**config.mk**
```make
export PLATFORM = sky130hd
export DESIGN_NAME = quad0_spi0_pin_mux
export DESIGN_NICKNAME = d
export VERILOG_FILES = /design/src/pin_mux_pkg.sv /design/src/quad0_spi0_pin_mux.sv
export VERILOG_INCLUDE_DIRS = /design/src /design/src/src
export SDC_FILE = /design/constraint.sdc
export NUM_CORES = 1
export LEC_CHECK = 0
export BUFFER_PORTS_ARGS = -buffer_cell sky130_fd_sc_hd__buf_2
export CORE_MARGIN = 2
export CORE_UTILIZATION = 28
export CTS_CLUSTER_DIAMETER = 40
export CTS_CLUSTER_SIZE = 25
export DETAILED_ROUTE_END_ITERATION = 8
export PLACE_DENSITY = 0.59
export SYNTH_ARGS = -nofsm -noshare
export SYNTH_HDL_FRONTEND = slang
export SYNTH_SLANG_ARGS = --single-unit
```
**constraint.sdc**
```tcl
create_clock -name mclk -period 2.35 [get_ports mclk]
set_clock_uncertainty 0.05 [all_clocks]
set_input_delay 0.705 -clock mclk [delete_from_list [all_inputs] [get_ports mclk]]
set_output_delay 0.705 -clock mclk [all_outputs]
set_load 0.1 [all_outputs]
```
**src/pin_mux_defines.svh**
```systemverilog
// reset values and field positions for the quad0 / spi0 pin mux
// assumes inclusion by bare name from design and bench files
`ifndef PIN_MUX_DEFINES_SVH
`define PIN_MUX_DEFINES_SVH
`define PC_INDEX_BIT 6
`define PC_HOME_BIT 7
`define PE_SCLK_BIT 4
`define PE_MOSI_BIT 5
`define PE_MISO_BIT 6
`define PE_SS_BIT 7
`define PULLUP_RESET 8'hff
`define SEL_RESET 2'h0
`endif

```
**src/pin_mux_pkg.sv**
```systemverilog
// types shared by the pin mux and its bench
// assumes nothing beyond a systemverilog compiler
`default_nettype none
package pin_mux_pkg;
  // per-pin function select code
  typedef enum logic [1:0] {
    fn_default = 2'h0,
    fn_alternate = 2'h1,
    fn_gpio = 2'h2
  } pin_func_type;
endpackage : pin_mux_pkg
`default_nettype wire

```
**src/quad0_spi0_pin_mux.sv**
```systemverilog
// pin mux for decoder-0 index/home and spi0 pins, with pull-up enables
// assumes pins are resolved outside; output enables are active low (low = drive)
//
// Contract
// - after reset index pin feeds decoder-0 index input
// - after reset home pin feeds decoder-0 home input
// - index pin may instead carry timer A channel two, bidirectional
// - home pin may instead carry timer A channel three, bidirectional
// - port C bit six clear removes index pin pull-up
// - port C bit seven clear removes home pin pull-up
// - port E bit four clear removes serial clock pull-up
// - port E bit five clear removes master-out pull-up
// - port E bit six clear removes master-in pull-up
// - port E bit seven clear removes slave-select pull-up
// - after reset port E bit four is spi0 serial clock
// - after reset port E bit five is spi0 master-out
// - after reset port E bit six is spi0 master-in
// - as master, serial clock pin is driven out
// - as slave, serial clock pin is an input clock
// - master drives master-out, slave receives it
// - master data leads sampling edge by half a clock
// - slave drives master-in, master receives it
// - unselected slave leaves master-in undriven
// - slave data leads sampling edge by half a clock
// - slave-select tells spi that transfer is for it
// - each gpio pin is individually input or output
`default_nettype none
`include "pin_mux_defines.svh"
module quad0_spi0_pin_mux #(
  parameter int unsigned NPINS = 6
) (
  input wire logic mclk,
  input wire logic rst_b,
  // function selects, written into per-pin registers
  input wire logic [1:0] index_sel,
  input wire logic [1:0] home_sel,
  input wire logic [1:0] sclk_sel,
  input wire logic [1:0] mosi_sel,
  input wire logic [1:0] miso_sel,
  input wire logic [1:0] ss_sel,
  input wire logic sel_write,
  // pull-up enable registers
  input wire logic [7:0] port_c_pullup_wdata,
  input wire logic port_c_pullup_write,
  input wire logic [7:0] port_e_pullup_wdata,
  input wire logic port_e_pullup_write,
  output logic [7:0] port_c_pullup_enable,
  output logic [7:0] port_e_pullup_enable,
  // gpio per pin: order index, home, sclk, mosi, miso, ss
  input wire logic [NPINS-1:0] gpio_out,
  input wire logic [NPINS-1:0] gpio_dir_out,
  output logic [NPINS-1:0] gpio_in,
  // timer channels
  input wire logic timer_a_channel_two_out,
  input wire logic timer_a_channel_two_oe,
  output logic timer_a_channel_two_in,
  input wire logic timer_a_channel_three_out,
  input wire logic timer_a_channel_three_oe,
  output logic timer_a_channel_three_in,
  output logic quad0_index_input,
  output logic quad0_home_input,
  // spi core side, data already aligned half a clock ahead by the core
  input wire logic spi0_master_mode,
  input wire logic spi0_clock_out,
  input wire logic spi0_mosi_out,
  input wire logic spi0_miso_out,
  output logic spi0_clock_in,
  output logic spi0_mosi_in,
  output logic spi0_miso_in,
  output logic spi0_selected,
  // pad side: pin_i from pad, pin_o to pad, pin_oe_b low = driving
  input wire logic [NPINS-1:0] pin_i,
  output logic [NPINS-1:0] pin_o,
  output logic [NPINS-1:0] pin_oe_b,
  output logic [NPINS-1:0] pin_pullup
);

  localparam int unsigned P_INDEX = 0;
  localparam int unsigned P_HOME = 1;
  localparam int unsigned P_SCLK = 2;
  localparam int unsigned P_MOSI = 3;
  localparam int unsigned P_MISO = 4;
  localparam int unsigned P_SS = 5;

  pin_mux_pkg::pin_func_type sel_reg [NPINS];
  logic [NPINS-1:0] o_next;
  logic [NPINS-1:0] drive_next;
  logic selected;

  ////////////////////////////////////////////////////////////////////////
  // function select registers, default function after reset
  always_ff @(posedge mclk or negedge rst_b) begin
    if (!rst_b) begin
      for (int i = 0; i < NPINS; i++) begin
        sel_reg[i] <= pin_mux_pkg::fn_default;
      end
    end else if (sel_write) begin
      sel_reg[P_INDEX] <= pin_mux_pkg::pin_func_type'(index_sel);
      sel_reg[P_HOME] <= pin_mux_pkg::pin_func_type'(home_sel);
      sel_reg[P_SCLK] <= pin_mux_pkg::pin_func_type'(sclk_sel);
      sel_reg[P_MOSI] <= pin_mux_pkg::pin_func_type'(mosi_sel);
      sel_reg[P_MISO] <= pin_mux_pkg::pin_func_type'(miso_sel);
      sel_reg[P_SS] <= pin_mux_pkg::pin_func_type'(ss_sel);
    end
  end

  ////////////////////////////////////////////////////////////////////////
  // pull-up enable registers, all enabled out of reset
  always_ff @(posedge mclk or negedge rst_b) begin
    if (!rst_b) begin
      port_c_pullup_enable <= `PULLUP_RESET;
    end else if (port_c_pullup_write) begin
      port_c_pullup_enable <= port_c_pullup_wdata;
    end
  end

  always_ff @(posedge mclk or negedge rst_b) begin
    if (!rst_b) begin
      port_e_pullup_enable <= `PULLUP_RESET;
    end else if (port_e_pullup_write) begin
      port_e_pullup_enable <= port_e_pullup_wdata;
    end
  end

  // pull-up presented to the pad, registered so it follows the enable by one edge
  always_ff @(posedge mclk or negedge rst_b) begin
    if (!rst_b) begin
      pin_pullup <= {NPINS{1'b1}};
    end else begin
      pin_pullup[P_INDEX] <= port_c_pullup_enable[`PC_INDEX_BIT];
      pin_pullup[P_HOME] <= port_c_pullup_enable[`PC_HOME_BIT];
      pin_pullup[P_SCLK] <= port_e_pullup_enable[`PE_SCLK_BIT];
      pin_pullup[P_MOSI] <= port_e_pullup_enable[`PE_MOSI_BIT];
      pin_pullup[P_MISO] <= port_e_pullup_enable[`PE_MISO_BIT];
      pin_pullup[P_SS] <= port_e_pullup_enable[`PE_SS_BIT];
    end
  end

  ////////////////////////////////////////////////////////////////////////
  // slave select is active low; only honoured when the pin is in spi use
  assign selected = (sel_reg[P_SS] == pin_mux_pkg::fn_default) && !pin_i[P_SS];

  // pad drive decision per pin
  always_comb begin
    o_next = '0;
    drive_next = '0;
    for (int i = 0; i < NPINS; i++) begin
      if (sel_reg[i] == pin_mux_pkg::fn_gpio) begin
        o_next[i] = gpio_out[i];
        drive_next[i] = gpio_dir_out[i];
      end
    end
    // decoder inputs never drive; timer alternates drive when the timer asks
    if (sel_reg[P_INDEX] == pin_mux_pkg::fn_alternate) begin
      o_next[P_INDEX] = timer_a_channel_two_out;
      drive_next[P_INDEX] = timer_a_channel_two_oe;
    end
    if (sel_reg[P_HOME] == pin_mux_pkg::fn_alternate) begin
      o_next[P_HOME] = timer_a_channel_three_out;
      drive_next[P_HOME] = timer_a_channel_three_oe;
    end
    if (sel_reg[P_SCLK] == pin_mux_pkg::fn_default) begin
      o_next[P_SCLK] = spi0_clock_out;
      drive_next[P_SCLK] = spi0_master_mode;
    end
    if (sel_reg[P_MOSI] == pin_mux_pkg::fn_default) begin
      o_next[P_MOSI] = spi0_mosi_out;
      drive_next[P_MOSI] = spi0_master_mode;
    end
    if (sel_reg[P_MISO] == pin_mux_pkg::fn_default) begin
      o_next[P_MISO] = spi0_miso_out;
      // a slave left unselected floats the line so other slaves can share it
      drive_next[P_MISO] = !spi0_master_mode && selected;
    end
  end

  ////////////////////////////////////////////////////////////////////////
  // pad outputs, registered; costs one cycle of latency on spi outputs
  always_ff @(posedge mclk or negedge rst_b) begin
    if (!rst_b) begin
      pin_o <= '0;
      pin_oe_b <= {NPINS{1'b1}}; // all pins inputs during reset
    end else begin
      pin_o <= o_next;
      pin_oe_b <= ~drive_next;
    end
  end

  ////////////////////////////////////////////////////////////////////////
  // inbound routing to the peripherals, idle values when not selected
  always_ff @(posedge mclk or negedge rst_b) begin
    if (!rst_b) begin
      quad0_index_input <= 1'b1;
      quad0_home_input <= 1'b1;
      timer_a_channel_two_in <= 1'b0;
      timer_a_channel_three_in <= 1'b0;
    end else begin
      quad0_index_input <= (sel_reg[P_INDEX] == pin_mux_pkg::fn_default) ? pin_i[P_INDEX] : 1'b1;
      quad0_home_input <= (sel_reg[P_HOME] == pin_mux_pkg::fn_default) ? pin_i[P_HOME] : 1'b1;
      timer_a_channel_two_in <= (sel_reg[P_INDEX] == pin_mux_pkg::fn_alternate) && pin_i[P_INDEX];
      timer_a_channel_three_in <= (sel_reg[P_HOME] == pin_mux_pkg::fn_alternate) && pin_i[P_HOME];
    end
  end

  always_ff @(posedge mclk or negedge rst_b) begin
    if (!rst_b) begin
      spi0_clock_in <= 1'b0;
      spi0_mosi_in <= 1'b0;
      spi0_miso_in <= 1'b0;
      spi0_selected <= 1'b0;
    end else begin
      // slave takes the clock from the pin, master sees its own clock
      spi0_clock_in <= (sel_reg[P_SCLK] == pin_mux_pkg::fn_default) && pin_i[P_SCLK];
      spi0_mosi_in <= (sel_reg[P_MOSI] == pin_mux_pkg::fn_default) && pin_i[P_MOSI];
      spi0_miso_in <= (sel_reg[P_MISO] == pin_mux_pkg::fn_default) && pin_i[P_MISO];
      spi0_selected <= selected;
    end
  end

  // gpio input readback, valid whatever the function
  always_ff @(posedge mclk or negedge rst_b) begin
    if (!rst_b) begin
      gpio_in <= '0;
    end else begin
      gpio_in <= pin_i;
    end
  end

endmodule : quad0_spi0_pin_mux
`default_nettype wire

```
=== After elaboration in Yosys (flattened, before gate mapping) ===
Cells that the tools add are included.
Widths: inputs -> output; s select.

* Flip-flop bits (word level): 60
* Output and inout bits: 48

* Reductions and logical operators: 15
* Multiplexer cells: 24
* Equal/unequal tests: 8
* Bitwise gates (word level): 1

{| class="wikitable"
|+ Operators with widths
! cell !! number
|-
| $mux 1 || 24
|-
| $eq 2x2->1 const B || 6
|-
| $logic_not 2->1 || 6
|-
| $logic_and 1x1->1 || 7
|-
| $not 6->6 || 1
|-
| $eq 2x1->1 const B || 2
|-
| $logic_not 1->1 || 2
|}

=== Longest topological paths before layout ===
Gate-level depths: netlist of run 1.

* Depth in word-level cells: 5
* Gate-level depth with buffers: 3
* Depth with buffers taken out: 2

=== Worst setup path before layout of run 1 ===
OpenSTA, ideal clock, no wires.

* Path type: reg2out
* Start: register gpio_in[0]
* End: output port gpio_in[0]
* Stages on the path, launching flop included: 1
* Setup slack: 0.712 ns
* Required time: 1.595 ns
* Arrival time: 0.883 ns
* Cell sequence: dfrtp_1

{| class="wikitable"
|+ RTL lines
! item !! RTL line !! source
|-
| from (decl) || quad0_spi0_pin_mux.sv:52 || <nowiki>output logic [NPINS-1:0] gpio_in,</nowiki>
|-
| from (signal assigned) || quad0_spi0_pin_mux.sv:225 || <nowiki>gpio_in <= pin_i;</nowiki>
|}

No word-level cell between the ends.

=== Final worst setup path of run 1 ===
* Start: register port_e_pullup_enable[7]
* End: output port port_e_pullup_enable[7]

{| class="wikitable"
|+ RTL lines
! item !! RTL line !! source
|-
| from (decl) || quad0_spi0_pin_mux.sv:48 || <nowiki>output logic [7:0] port_e_pullup_enable,</nowiki>
|-
| from (signal assigned) || quad0_spi0_pin_mux.sv:119 || <nowiki>port_e_pullup_enable <= `PULLUP_RESET;</nowiki>
|-
| from (signal assigned) || quad0_spi0_pin_mux.sv:121 || <nowiki>port_e_pullup_enable <= port_e_pullup_wdata;</nowiki>
|}

No word-level cell between the ends.

==> summary.txt, run 1 <==
Outcome
  – Outcome: finished, final reports clean

Clock tree
  – CTS buffer count: 9
  – Hold buffers post-CTS: 0
  – Setup bufs post-CTS: 0
  – CTS sink count: 60
  – TritonCTS clock tree: done
  – CTS Buffer Depth: 2
  – CTS clk-pin slew, worst paths: 0.07 ns
  – Cts repair resizes: 0
  – H-tree Lvls: 3
  – CTS root buf: clkbuf_8
  – Clk_lat worst skew: 0.33 ns

Layout
  – Commonest cells after routing, fill and taps aside: buf_2, dfrtp_1, dfstp_2
  – N_diodes: 0
  – Commonest non-fill, non-tap cell in the layout: buf_2
  – Fraction of layout cells with a size suffix above 1: 73.3%
  – Max reg flops: 12
  – Fill count: 730
  – Final #Nets: 297
  – Layout area overhead: 39.5%

STA
  – RSZ-0062 raised after global routing: no
  – Worst slew pin tran: 0.497 ns
  – Fin crit period: 2.05 ns
  – Slew HR: 67.1%
  – Fin crit share: 87.1%
  – Endpoints failing setup: 0
  – Final Max Tran Viols: 0
  – Hold WS: 0.320 ns
  – Fmax: 489 MHz
  – Final hold viol count: 0
  – Setup TNS: 0 ns

Critical path
  – Launch point of the worst reg-to-reg path: sel_reg[10]$_DFFE_PN0P_
  – Crit path DAT: 1.29 ns
  – Crit path max-delay family: flip-flops
  – Slowest stage delay, CP: 0.54 ns
  – CP startpoint: port_e_pullup_enable[7]$_DFFE_PN1P_
  – Cell Chain, Critical Path: buf_2
  – Setup crit start kind: flop
  – Crit path buffers/inverters: 1
  – CP endpoint kind: output pin
  – Worst setup path class: flop to output pin
  – Slowest CP cell: dfstp_2
  – CP required: 1.59 ns
  – Max FO, Critical Path: 3

Yosys
  – Sequential area share after synthesis: 72.6%
  – Share of the synthesized area in the top cell type: 37.2%
  – Distinct cells, synth: 22
  – Synthesized Nets: 182
  – Synth Register Bits: 60
  – Synthesized instance count: 123
  – Area contributors post-synth: dfstp_2, dfrtp_1, mux2_2
  – Top cell type by total area after synthesis: dfstp_2
  – Synthesized area: 2120 sq um
  – Yosys warning count: 0
  – Synth Area per Inst: 17.2 sq um

Global route
  – Initial antenna violation count: 0
  – Grt met2 use: 16.6%
  – Grt total ovfl: 0
  – Vias in the first global route: 1444
  – Gr busiest metal: met2
  – Met1 usage: 13.8%
  – M3 GR Usage: 5.48%
  – First-pass GRT wire length: 7.13 mm
  – GRT Overall Usage: 11.4%
  – Largest net degree at the start of global routing: 61

Drt
  – Detailed Route WL: 4.39 mm
  – Total number of vias: 1417
  – Pre-antenna DRT Iters: 4
  – Via density: 4.14
  – # DRC: 0
  – Routed Antenna Nets: 0
  – Initial DRC Count: 16
  – Drt wl/cell: 12.8 microns

Place
  – Post-DP HPWL: 3.15 mm
  – Buffers on Ports: 106
  – GP Congestion: 0.701

Power and ir drop
  – Pwr Density: 974 nW/um^2
  – Lkg Pwr: 1.44 nW
  – Peak supply drop: 0.287 mV

Floorplan
  – Full die area: 8290 sq um
  – Die X: 91.0 microns
  – Initial Utilization: 29.1%
  – Total core area: 7290 sq um
  – IO Pins: 107
  – DIE HEIGHT: 91.0 microns
  – # rows: 31

Hold path
  – Hold crit path type: input port to asynchronous set/reset pin

Flow run
  – Max cap viols: 0
-- synthesized netlist by cell type --
library cell	number
nor2_1	3
a32oi_1	1
inv_1	1
and2_1	2
or3_1	2
dfrtp_1	30
nand2_1	1
a22o_1	2
buf_2	2
buf_6	1
mux2_4	8
nor2b_1	4
mux2_2	19
or2_1	2
a22oi_1	2
nand3b_1	1
nor3b_1	3
o21ai_0	1
and3b_1	1
mux2i_1	5
nor3_1	2
dfstp_2	30
-- final timing paths --
| path | endpoint | slack, ns | depth (start not counted) |
|---|---|---|---|
| setup / recovery | port_e_pullup_enable[7] | 0.30 | 1 |
| max in group asynchronous | quad0_home_input$_DFF_PN1_ | 1.60 | 2 |
| setup reg to reg | pin_o[0]$_DFF_PN0_ | 1.37 | 2 |
| min in group mclk | pin_pullup[4]$_DFF_PN1_ | 0.32 | 0 |
| hold / removal | pin_o[5]$_DFF_PN0_ | 0.32 | 2 |
| hold reg to reg | pin_pullup[4]$_DFF_PN1_ | 0.32 | 0 |
-- metrics by stage --
stage,utilization (%),power (W),cell area [sq um],cells,worst slack [ns]
global placement,38.0,0.00203,2770,326,0.656
finish,40.6,0.00288,2960,342,0.303
CTS,40.6,0.00293,2960,342,0.277
floorplan,-,0.00188,2120,123,0.712
global route,40.6,0.00302,2960,342,0.251
detailed placement,38.0,0.00204,2770,326,0.653
-- layout make-up --
type	instances	area (sq um)	share of cell area (%)
tap	99	124	4.19
clock buffer	11	131	4.44
inverter	1	3.75	0.127
sequential	60	1540	52.0
clock inverter	5	52.6	1.78
timing repair buffer	107	551	18.6
multi-input combinational	59	557	18.8
-- power breakdown --
group	switching, W	internal (W)	leakage, nW
clock network	0.000383	0.000485	0.0931
registers	0.0000457	0.00116	0.685
logic	0.000648	0.000159	0.662
total	0.00108	0.00181	1.44
-- per-layer routing --
metal / vias to the layer above / share of wire [%]
met2: 73 / 45
met3: 8 / 8.8
met1: 681 / 45
li1: 655 / -
met4: 0 / 2.0
met5: - / 0
-- logic make-up after synthesis --
| kind of cell | synth area share (%) |
|---|---|
| buffers and inverters | 1.18 |
| flip-flops | 72.6 |
| AND/OR/NAND/NOR | 5.96 |
| multiplexers | 18.1 |
| AO/OA/AOI/OAI | 2.18 |
Note: power is estimated with default switching activity, not from simulation.
==> run 2: changes to the inputs <==
--- a/config.mk
+++ b/config.mk
@@ -12,7 +12,7 @@
 export CTS_CLUSTER_DIAMETER = 40
 export CTS_CLUSTER_SIZE = 25
 export DETAILED_ROUTE_END_ITERATION = 8
-export PLACE_DENSITY = 0.59
+export PLACE_DENSITY = 0.64
 export SYNTH_ARGS = -nofsm -noshare
 export SYNTH_HDL_FRONTEND = slang
 export SYNTH_SLANG_ARGS = --single-unit
==> run 2 against run 1 <==
  * Combinational power is 0.7% lower
  * Fmax shrank 0.57%
  * Critical path depth stayed put
  * Register-to-register slack about the same
  * Global-route usage fell by 0.59 points
  * Wire length shrank 6.3%
  * Critical endpoint is now port_c_pullup_enable[6]
  * Highest routed layer unchanged
==> summary.txt, run 2 (synthesis gave the netlist of run 1 again) <==
Layout
  – Final #Nets: 297 (unchanged)
  – Layout area overhead: 40.2%
  – Max reg flops: 12 (unchanged)
  – Commonest cells after routing, fill and taps aside: buf_2, dfrtp_1, dfstp_2
  – Fin cells: 342 (unchanged)
  – Commonest non-fill, non-tap cell in the layout: buf_2
  – Fraction of layout cells with a size suffix above 1: 74.1% (+0.82 points)
  – N_diodes: 0 (unchanged)

Place
  – Placed cell count: 326 (unchanged)
  – GP Congestion: 0.723 (+3.2%)
  – Post-DP HPWL: 3.04 mm (-3.4%)
  – Buffers on Ports: 106 (unchanged)

Hold path
  – Hold crit path type: input port to asynchronous set/reset pin

Drt
  – Initial DRC Count: 27 (+11)
  – Pre-antenna DRT Iters: 4 (unchanged)
  – Total number of vias: 1395 (-1.6%)
  – Routed Antenna Nets: 0 (unchanged)
  – Detailed Route WL: 4.12 mm (-6.3%)
  – Drt wl/cell: 12.0 microns (-6.3%)
  – # DRC: 0 (unchanged)
  – Via density: 4.08 (-1.6%)

Power and ir drop
  – Lkg Pwr: 1.44 nW (about the same)
  – Pwr Density: 987 nW/um^2 (+1.3%)
  – Peak supply drop: 0.291 mV (+1.5%)
  – Pwr Total: 0.00293 W (+1.8%)

Global route
  – First-pass GRT wire length: 6.70 mm (-6.0%)
  – Grt total ovfl: 0 (unchanged)
  – GRT Overall Usage: 10.8% (-0.59 points)
  – Largest net degree at the start of global routing: 61 (unchanged)
  – Initial antenna violation count: 0 (unchanged)
  – Vias in the first global route: 1401 (-3.0%)

STA
  – Final hold viol count: 0 (unchanged)
  – Fmax: 486 MHz (-0.57%)
  – Endpoints failing setup: 0 (unchanged)
  – Setup TNS: 0 ns (unchanged)
  – RSZ-0062 raised after global routing: no
  – Fin crit period: 2.06 ns (+0.0117 ns)
  – Slew HR: 66.1% (-0.99 points)
  – Final Max Tran Viols: 0 (unchanged)
  – Fin crit share: 87.6% (+0.50 points)
  – Worst slew pin tran: 0.511 ns (+0.0149 ns)

Critical path
  – Worst setup path class: flop to output pin
  – CP endpoint kind: output pin
  – Crit path max-delay family: flip-flops
  – Crit path buffers/inverters: 1 (unchanged)
  – Setup crit end: port_c_pullup_enable[6]
  – Reg2Reg Depth: 2 (unchanged)
  – R2r setup slk: 1.37 ns (about the same)
  – Cell count along the critical path: 1 (unchanged)
  – Crit path DAT: 1.30 ns (about the same)
  – Max FO, Critical Path: 3 (unchanged)
  – CP startpoint: port_c_pullup_enable[6]$_DFFE_PN1P_
  – Reg2reg end: pin_o[1]$_DFF_PN0_
  – CP required: 1.59 ns (about the same)
  – Slowest CP cell: dfstp_2
  – Slowest stage delay, CP: 0.55 ns (about the same)
  – Cell Chain, Critical Path: buf_2
  – Setup crit start kind: flop
  – Launch point of the worst reg-to-reg path: sel_reg[8]$_DFFE_PN0P_

Clock tree
  – CTS buffer count: 9 (unchanged)
  – Setup bufs post-CTS: 0 (unchanged)
  – H-tree Lvls: 3 (unchanged)
  – CTS Buffer Depth: 2 (unchanged)
  – Hold buffers post-CTS: 0 (unchanged)
  – Cts repair resizes: 0 (unchanged)
  – CTS root buf: clkbuf_8
  – TritonCTS clock tree: done
  – CTS sink count: 60 (unchanged)
  – CTS clk-pin slew, worst paths: 0.07 ns (about the same)
  – Clk_lat worst skew: 0.33 ns (about the same)

Floorplan
  – Total core area: 7290 sq um (unchanged)
  – IO Pins: 107 (unchanged)
  – Initial Utilization: 29.1% (unchanged)
  – Die X: 91.0 microns (unchanged)
  – # rows: 31 (unchanged)
  – DIE HEIGHT: 91.0 microns (unchanged)
  – Full die area: 8290 sq um (unchanged)

Flow run
  – Max cap viols: 0 (unchanged)

Outcome
  – Outcome: finished, final reports clean
-- run 2: how the worst min path moves through the flow --
stage,from,to
after CTS,rst_b,gpio_in[4]$_DFF_PN0_
final,rst_b,timer_a_channel_three_in$_DFF_PN0_
after global routing,port_e_pullup_enable[5]$_DFFE_PN1P_,pin_pullup[3]$_DFF_PN1_
after global placement,port_e_pullup_enable[5]$_DFFE_PN1P_,pin_pullup[3]$_DFF_PN1_
after detailed placement,port_c_pullup_enable[7]$_DFFE_PN1P_,pin_pullup[1]$_DFF_PN1_
after floorplan,rst_b,gpio_in[0]$_DFF_PN0_
-- run 2: through the flow --
step | hold slack (ns) | utilization (%) | area (sq um) | setup WS, ns
after global routing | 0.322 | 40.8 | 2970 | 0.242
after CTS | 0.316 | 40.8 | 2970 | 0.261
after detailed placement | 0.314 | 38.0 | 2770 | 0.649
after floorplan | 0.359 | - | 2120 | 0.712
after global placement | 0.309 | 38.0 | 2770 | 0.663
final | 0.319 | 40.8 | 2970 | 0.292
-- run 2: power breakdown --
part / total [W] / switching, W / leakage [nW] / internal, W
Clock: 0.000924 / 0.000430 / 0.0923 / 0.000494
Combinational: 0.000801 / 0.000643 / 0.662 / 0.000159
Sequential: 0.00121 / 0.0000473 / 0.685 / 0.00116
Total: 0.00293 / 0.00112 / 1.44 / 0.00181
-- run 2: metal layers --
layer  GRT usage [%]  part of all wire, %  up-vias
li1                -                    -      661
met4            6.44                  2.2        0
met5               0                    0        -
met3            5.48                   10       10
met1            12.5                   42      653
met2            15.9                   46       71
-- run 2: final cells by class --
| cell class | instances | area, sq um |
|---|---|---|
| multi-input combinational | 59 | 557 |
| sequential | 60 | 1540 |
| inverter | 1 | 3.75 |
| tap | 99 | 124 |
| clock inverter | 7 | 75.1 |
| timing repair buffer | 107 | 551 |
| fill | 749 | 4320 |
| clock buffer | 9 | 124 |
==> run 3: changes to the inputs <==
--- a/config.mk
+++ b/config.mk
@@ -7,7 +7,7 @@
 export NUM_CORES = 1
 export LEC_CHECK = 0
 export BUFFER_PORTS_ARGS = -buffer_cell sky130_fd_sc_hd__buf_2
-export CORE_MARGIN = 2
+export CORE_MARGIN = 4
 export CORE_UTILIZATION = 28
 export CTS_CLUSTER_DIAMETER = 40
 export CTS_CLUSTER_SIZE = 25
==> constraint.sdc (replaced) <==
create_clock -name mclk -period 2.35 [get_ports mclk]
set_clock_uncertainty 0.05 [all_clocks]
set_input_delay 0.235 -clock mclk [delete_from_list [all_inputs] [get_ports mclk]]
set_output_delay 0.235 -clock mclk [all_outputs]
set_load 0.1 [all_outputs]
==> run 3 against run 2 <==
  * Via count rose by 5.2%
  * Combinational power rose by 2.6%
  * Clock power fell by 11%
  * Fmax increased by 31%
  * Critical path type unchanged
  * Highest routed layer unchanged
==> summary.txt, run 3 (synthesis gave the netlist of run 1 again) <==
STA
  – Endpoints failing setup: 0 (unchanged)
  – Fin crit share: 66.8% (-21 points)
  – Final hold viol count: 0 (unchanged)
  – Fmax: 637 MHz (+31%)
  – Fin crit period: 1.57 ns (-0.489 ns)
  – Setup TNS: 0 ns (unchanged)
  – Worst slew pin tran: 0.586 ns (+0.0742 ns)
  – RSZ-0062 raised after global routing: no
  – Slew HR: 61.0% (-5.2 points)
  – Final Max Tran Viols: 0 (unchanged)

Clock tree
  – Hold buffers post-CTS: 12 (+12)
  – CTS root buf: clkbuf_8
  – CTS Buffer Depth: 2 (unchanged)
  – Cts repair resizes: 0 (unchanged)
  – CTS buffer count: 9 (unchanged)
  – CTS clk-pin slew, worst paths: 0.06 ns (about the same)
  – Setup bufs post-CTS: 0 (unchanged)
  – CTS sink count: 60 (unchanged)
  – H-tree Lvls: 3 (unchanged)
  – Clk_lat worst skew: 0.32 ns (about the same)
  – TritonCTS clock tree: done

Flow run
  – Max cap viols: 0 (unchanged)

Floorplan
  – Total core area: 7290 sq um (unchanged)
  – Die X: 95.0 microns (+4.4%)
  – # rows: 31 (unchanged)
  – DIE HEIGHT: 95.0 microns (+4.4%)
  – Initial Utilization: 29.1% (unchanged)
  – IO Pins: 107 (unchanged)
  – Full die area: 9030 sq um (+9.0%)

Critical path
  – Crit path DAT: 1.28 ns (-0.02 ns)
  – Setup crit start kind: flop
  – Cell Chain, Critical Path: buf_2
  – Crit path buffers/inverters: 1 (unchanged)
  – Slowest CP cell: dfstp_2
  – Crit path max-delay family: flip-flops
  – CP required: 2.07 ns (+0.48 ns)
  – CP endpoint kind: output pin
  – Slowest stage delay, CP: 0.54 ns (about the same)
  – Max FO, Critical Path: 3 (unchanged)
  – Worst setup path class: flop to output pin

Layout
  – Commonest cells after routing, fill and taps aside: buf_2, dfrtp_1, dfstp_2
  – N_diodes: 0 (unchanged)
  – Fraction of layout cells with a size suffix above 1: 69.4% (-4.7 points)
  – Layout area overhead: 45.0%
  – Final Cell Area: 3080 sq um (+3.5%)
  – Final #Nets: 309 (+4.0%)
  – Max reg flops: 12 (unchanged)
  – Commonest non-fill, non-tap cell in the layout: buf_2

Drt
  – Drt wl/cell: 12.9 microns (+6.8%)
  – Detailed Route WL: 4.55 mm (+11%)
  – Total number of vias: 1467 (+5.2%)
  – Routed Antenna Nets: 0 (unchanged)
  – Initial DRC Count: 10 (-63%)
  – Pre-antenna DRT Iters: 3 (-1)
  – Via density: 4.14 (+1.6%)
  – # DRC: 0 (unchanged)

Place
  – Placed inst area: 2770 sq um (unchanged)
  – GP Congestion: 0.685 (-5.3%)
  – Buffers on Ports: 106 (unchanged)
  – Post-DP HPWL: 3.46 mm (+14%)

Global route
  – Largest net degree at the start of global routing: 36 (-41%)
  – GRT Overall Usage: 10.8% (+0.050 points)
  – First-pass GRT wire length: 7.18 mm (+7.1%)
  – Grt total ovfl: 0 (unchanged)
  – Initial antenna violation count: 0 (unchanged)
  – Vias in the first global route: 1542 (+10%)

Power and ir drop
  – Switching share of power: 36.9% (-1.3 points)
  – Peak supply drop: 0.318 mV (+9.4%)
  – Lkg Pwr: 1.49 nW (+3.4%)
  – Logic pwr share: 28.7% (+1.4 points)
  – Switching pwr: 0.00105 W (-5.8%)
  – Clk pwr share: 28.9% (-2.6 points)
  – Internal power: 0.00181 W (-0.47%)
  – Pwr Density: 930 nW/um^2 (-5.8%)
  – Power share of the sequential group: 42.4% (+1.2 points)

Outcome
  – Outcome: finished, final reports clean

Hold path
  – Hold crit path type: input port to flop
-- run 3: power by group through the flow --
stage,sequential [W],clock (W),combinational (W)
2_1_floorplan,0.00178,0,0.000103
3_3_place_gp,0.00122,0,0.000806
3_5_place_dp,0.00123,0,0.000811
4_1_cts,0.00121,0.000872,0.000830
5_1_grt,0.00122,0.000917,0.000857
6_report,0.00121,0.000826,0.000822
-- run 3: area by class of cell --
type | count | area [sq um]
fill | 701 | 4220
clock buffer | 15 | 176
tap | 99 | 124
timing repair buffer | 119 | 671
clock inverter | 1 | 5.00
sequential | 60 | 1540
multi-input combinational | 59 | 557
inverter | 1 | 3.75
-- run 3: final timing paths --
kind                                                     startpoint                      end  slack [ns]  cells past startpoint
max in group asynchronous                                     rst_b    pin_oe_b[2]$_DFF_PN1_        1.20                      3
worst max-delay path            port_c_pullup_enable[7]$_DFFE_PN1P_  port_c_pullup_enable[7]        0.78                      1
worst max register to register              sel_reg[10]$_DFFE_PN0P_    pin_oe_b[0]$_DFF_PN1_        0.90                      3
worst min register to register  port_c_pullup_enable[6]$_DFFE_PN1P_  pin_pullup[0]$_DFF_PN1_        0.32                      0
min in group asynchronous                                     rst_b       pin_o[4]$_DFF_PN0_        0.40                      2
worst min-delay path                                gpio_dir_out[4]    pin_oe_b[4]$_DFF_PN1_        0.04                      2
-- run 3: metrics by stage --
stage                     util (%)  cells  setup WS (ns)  hold WS (ns)  total power [W]
after floorplan                  -    123           1.16        -0.111          0.00188
after global placement        38.0    326           1.13         0.230          0.00203
after detailed placement      38.0    326           1.12         0.229          0.00204
after CTS                     42.2    354          0.746        0.0125          0.00292
after global routing          42.2    354          0.718        0.0325          0.00300
final                         42.2    354          0.780        0.0353          0.00286
-- run 3: layer usage --
layer  wire [microns]  track usage, %
met1             1770            12.1
met3              504            5.13
met2             2180            16.6
met5                0               0
met4               94            6.85
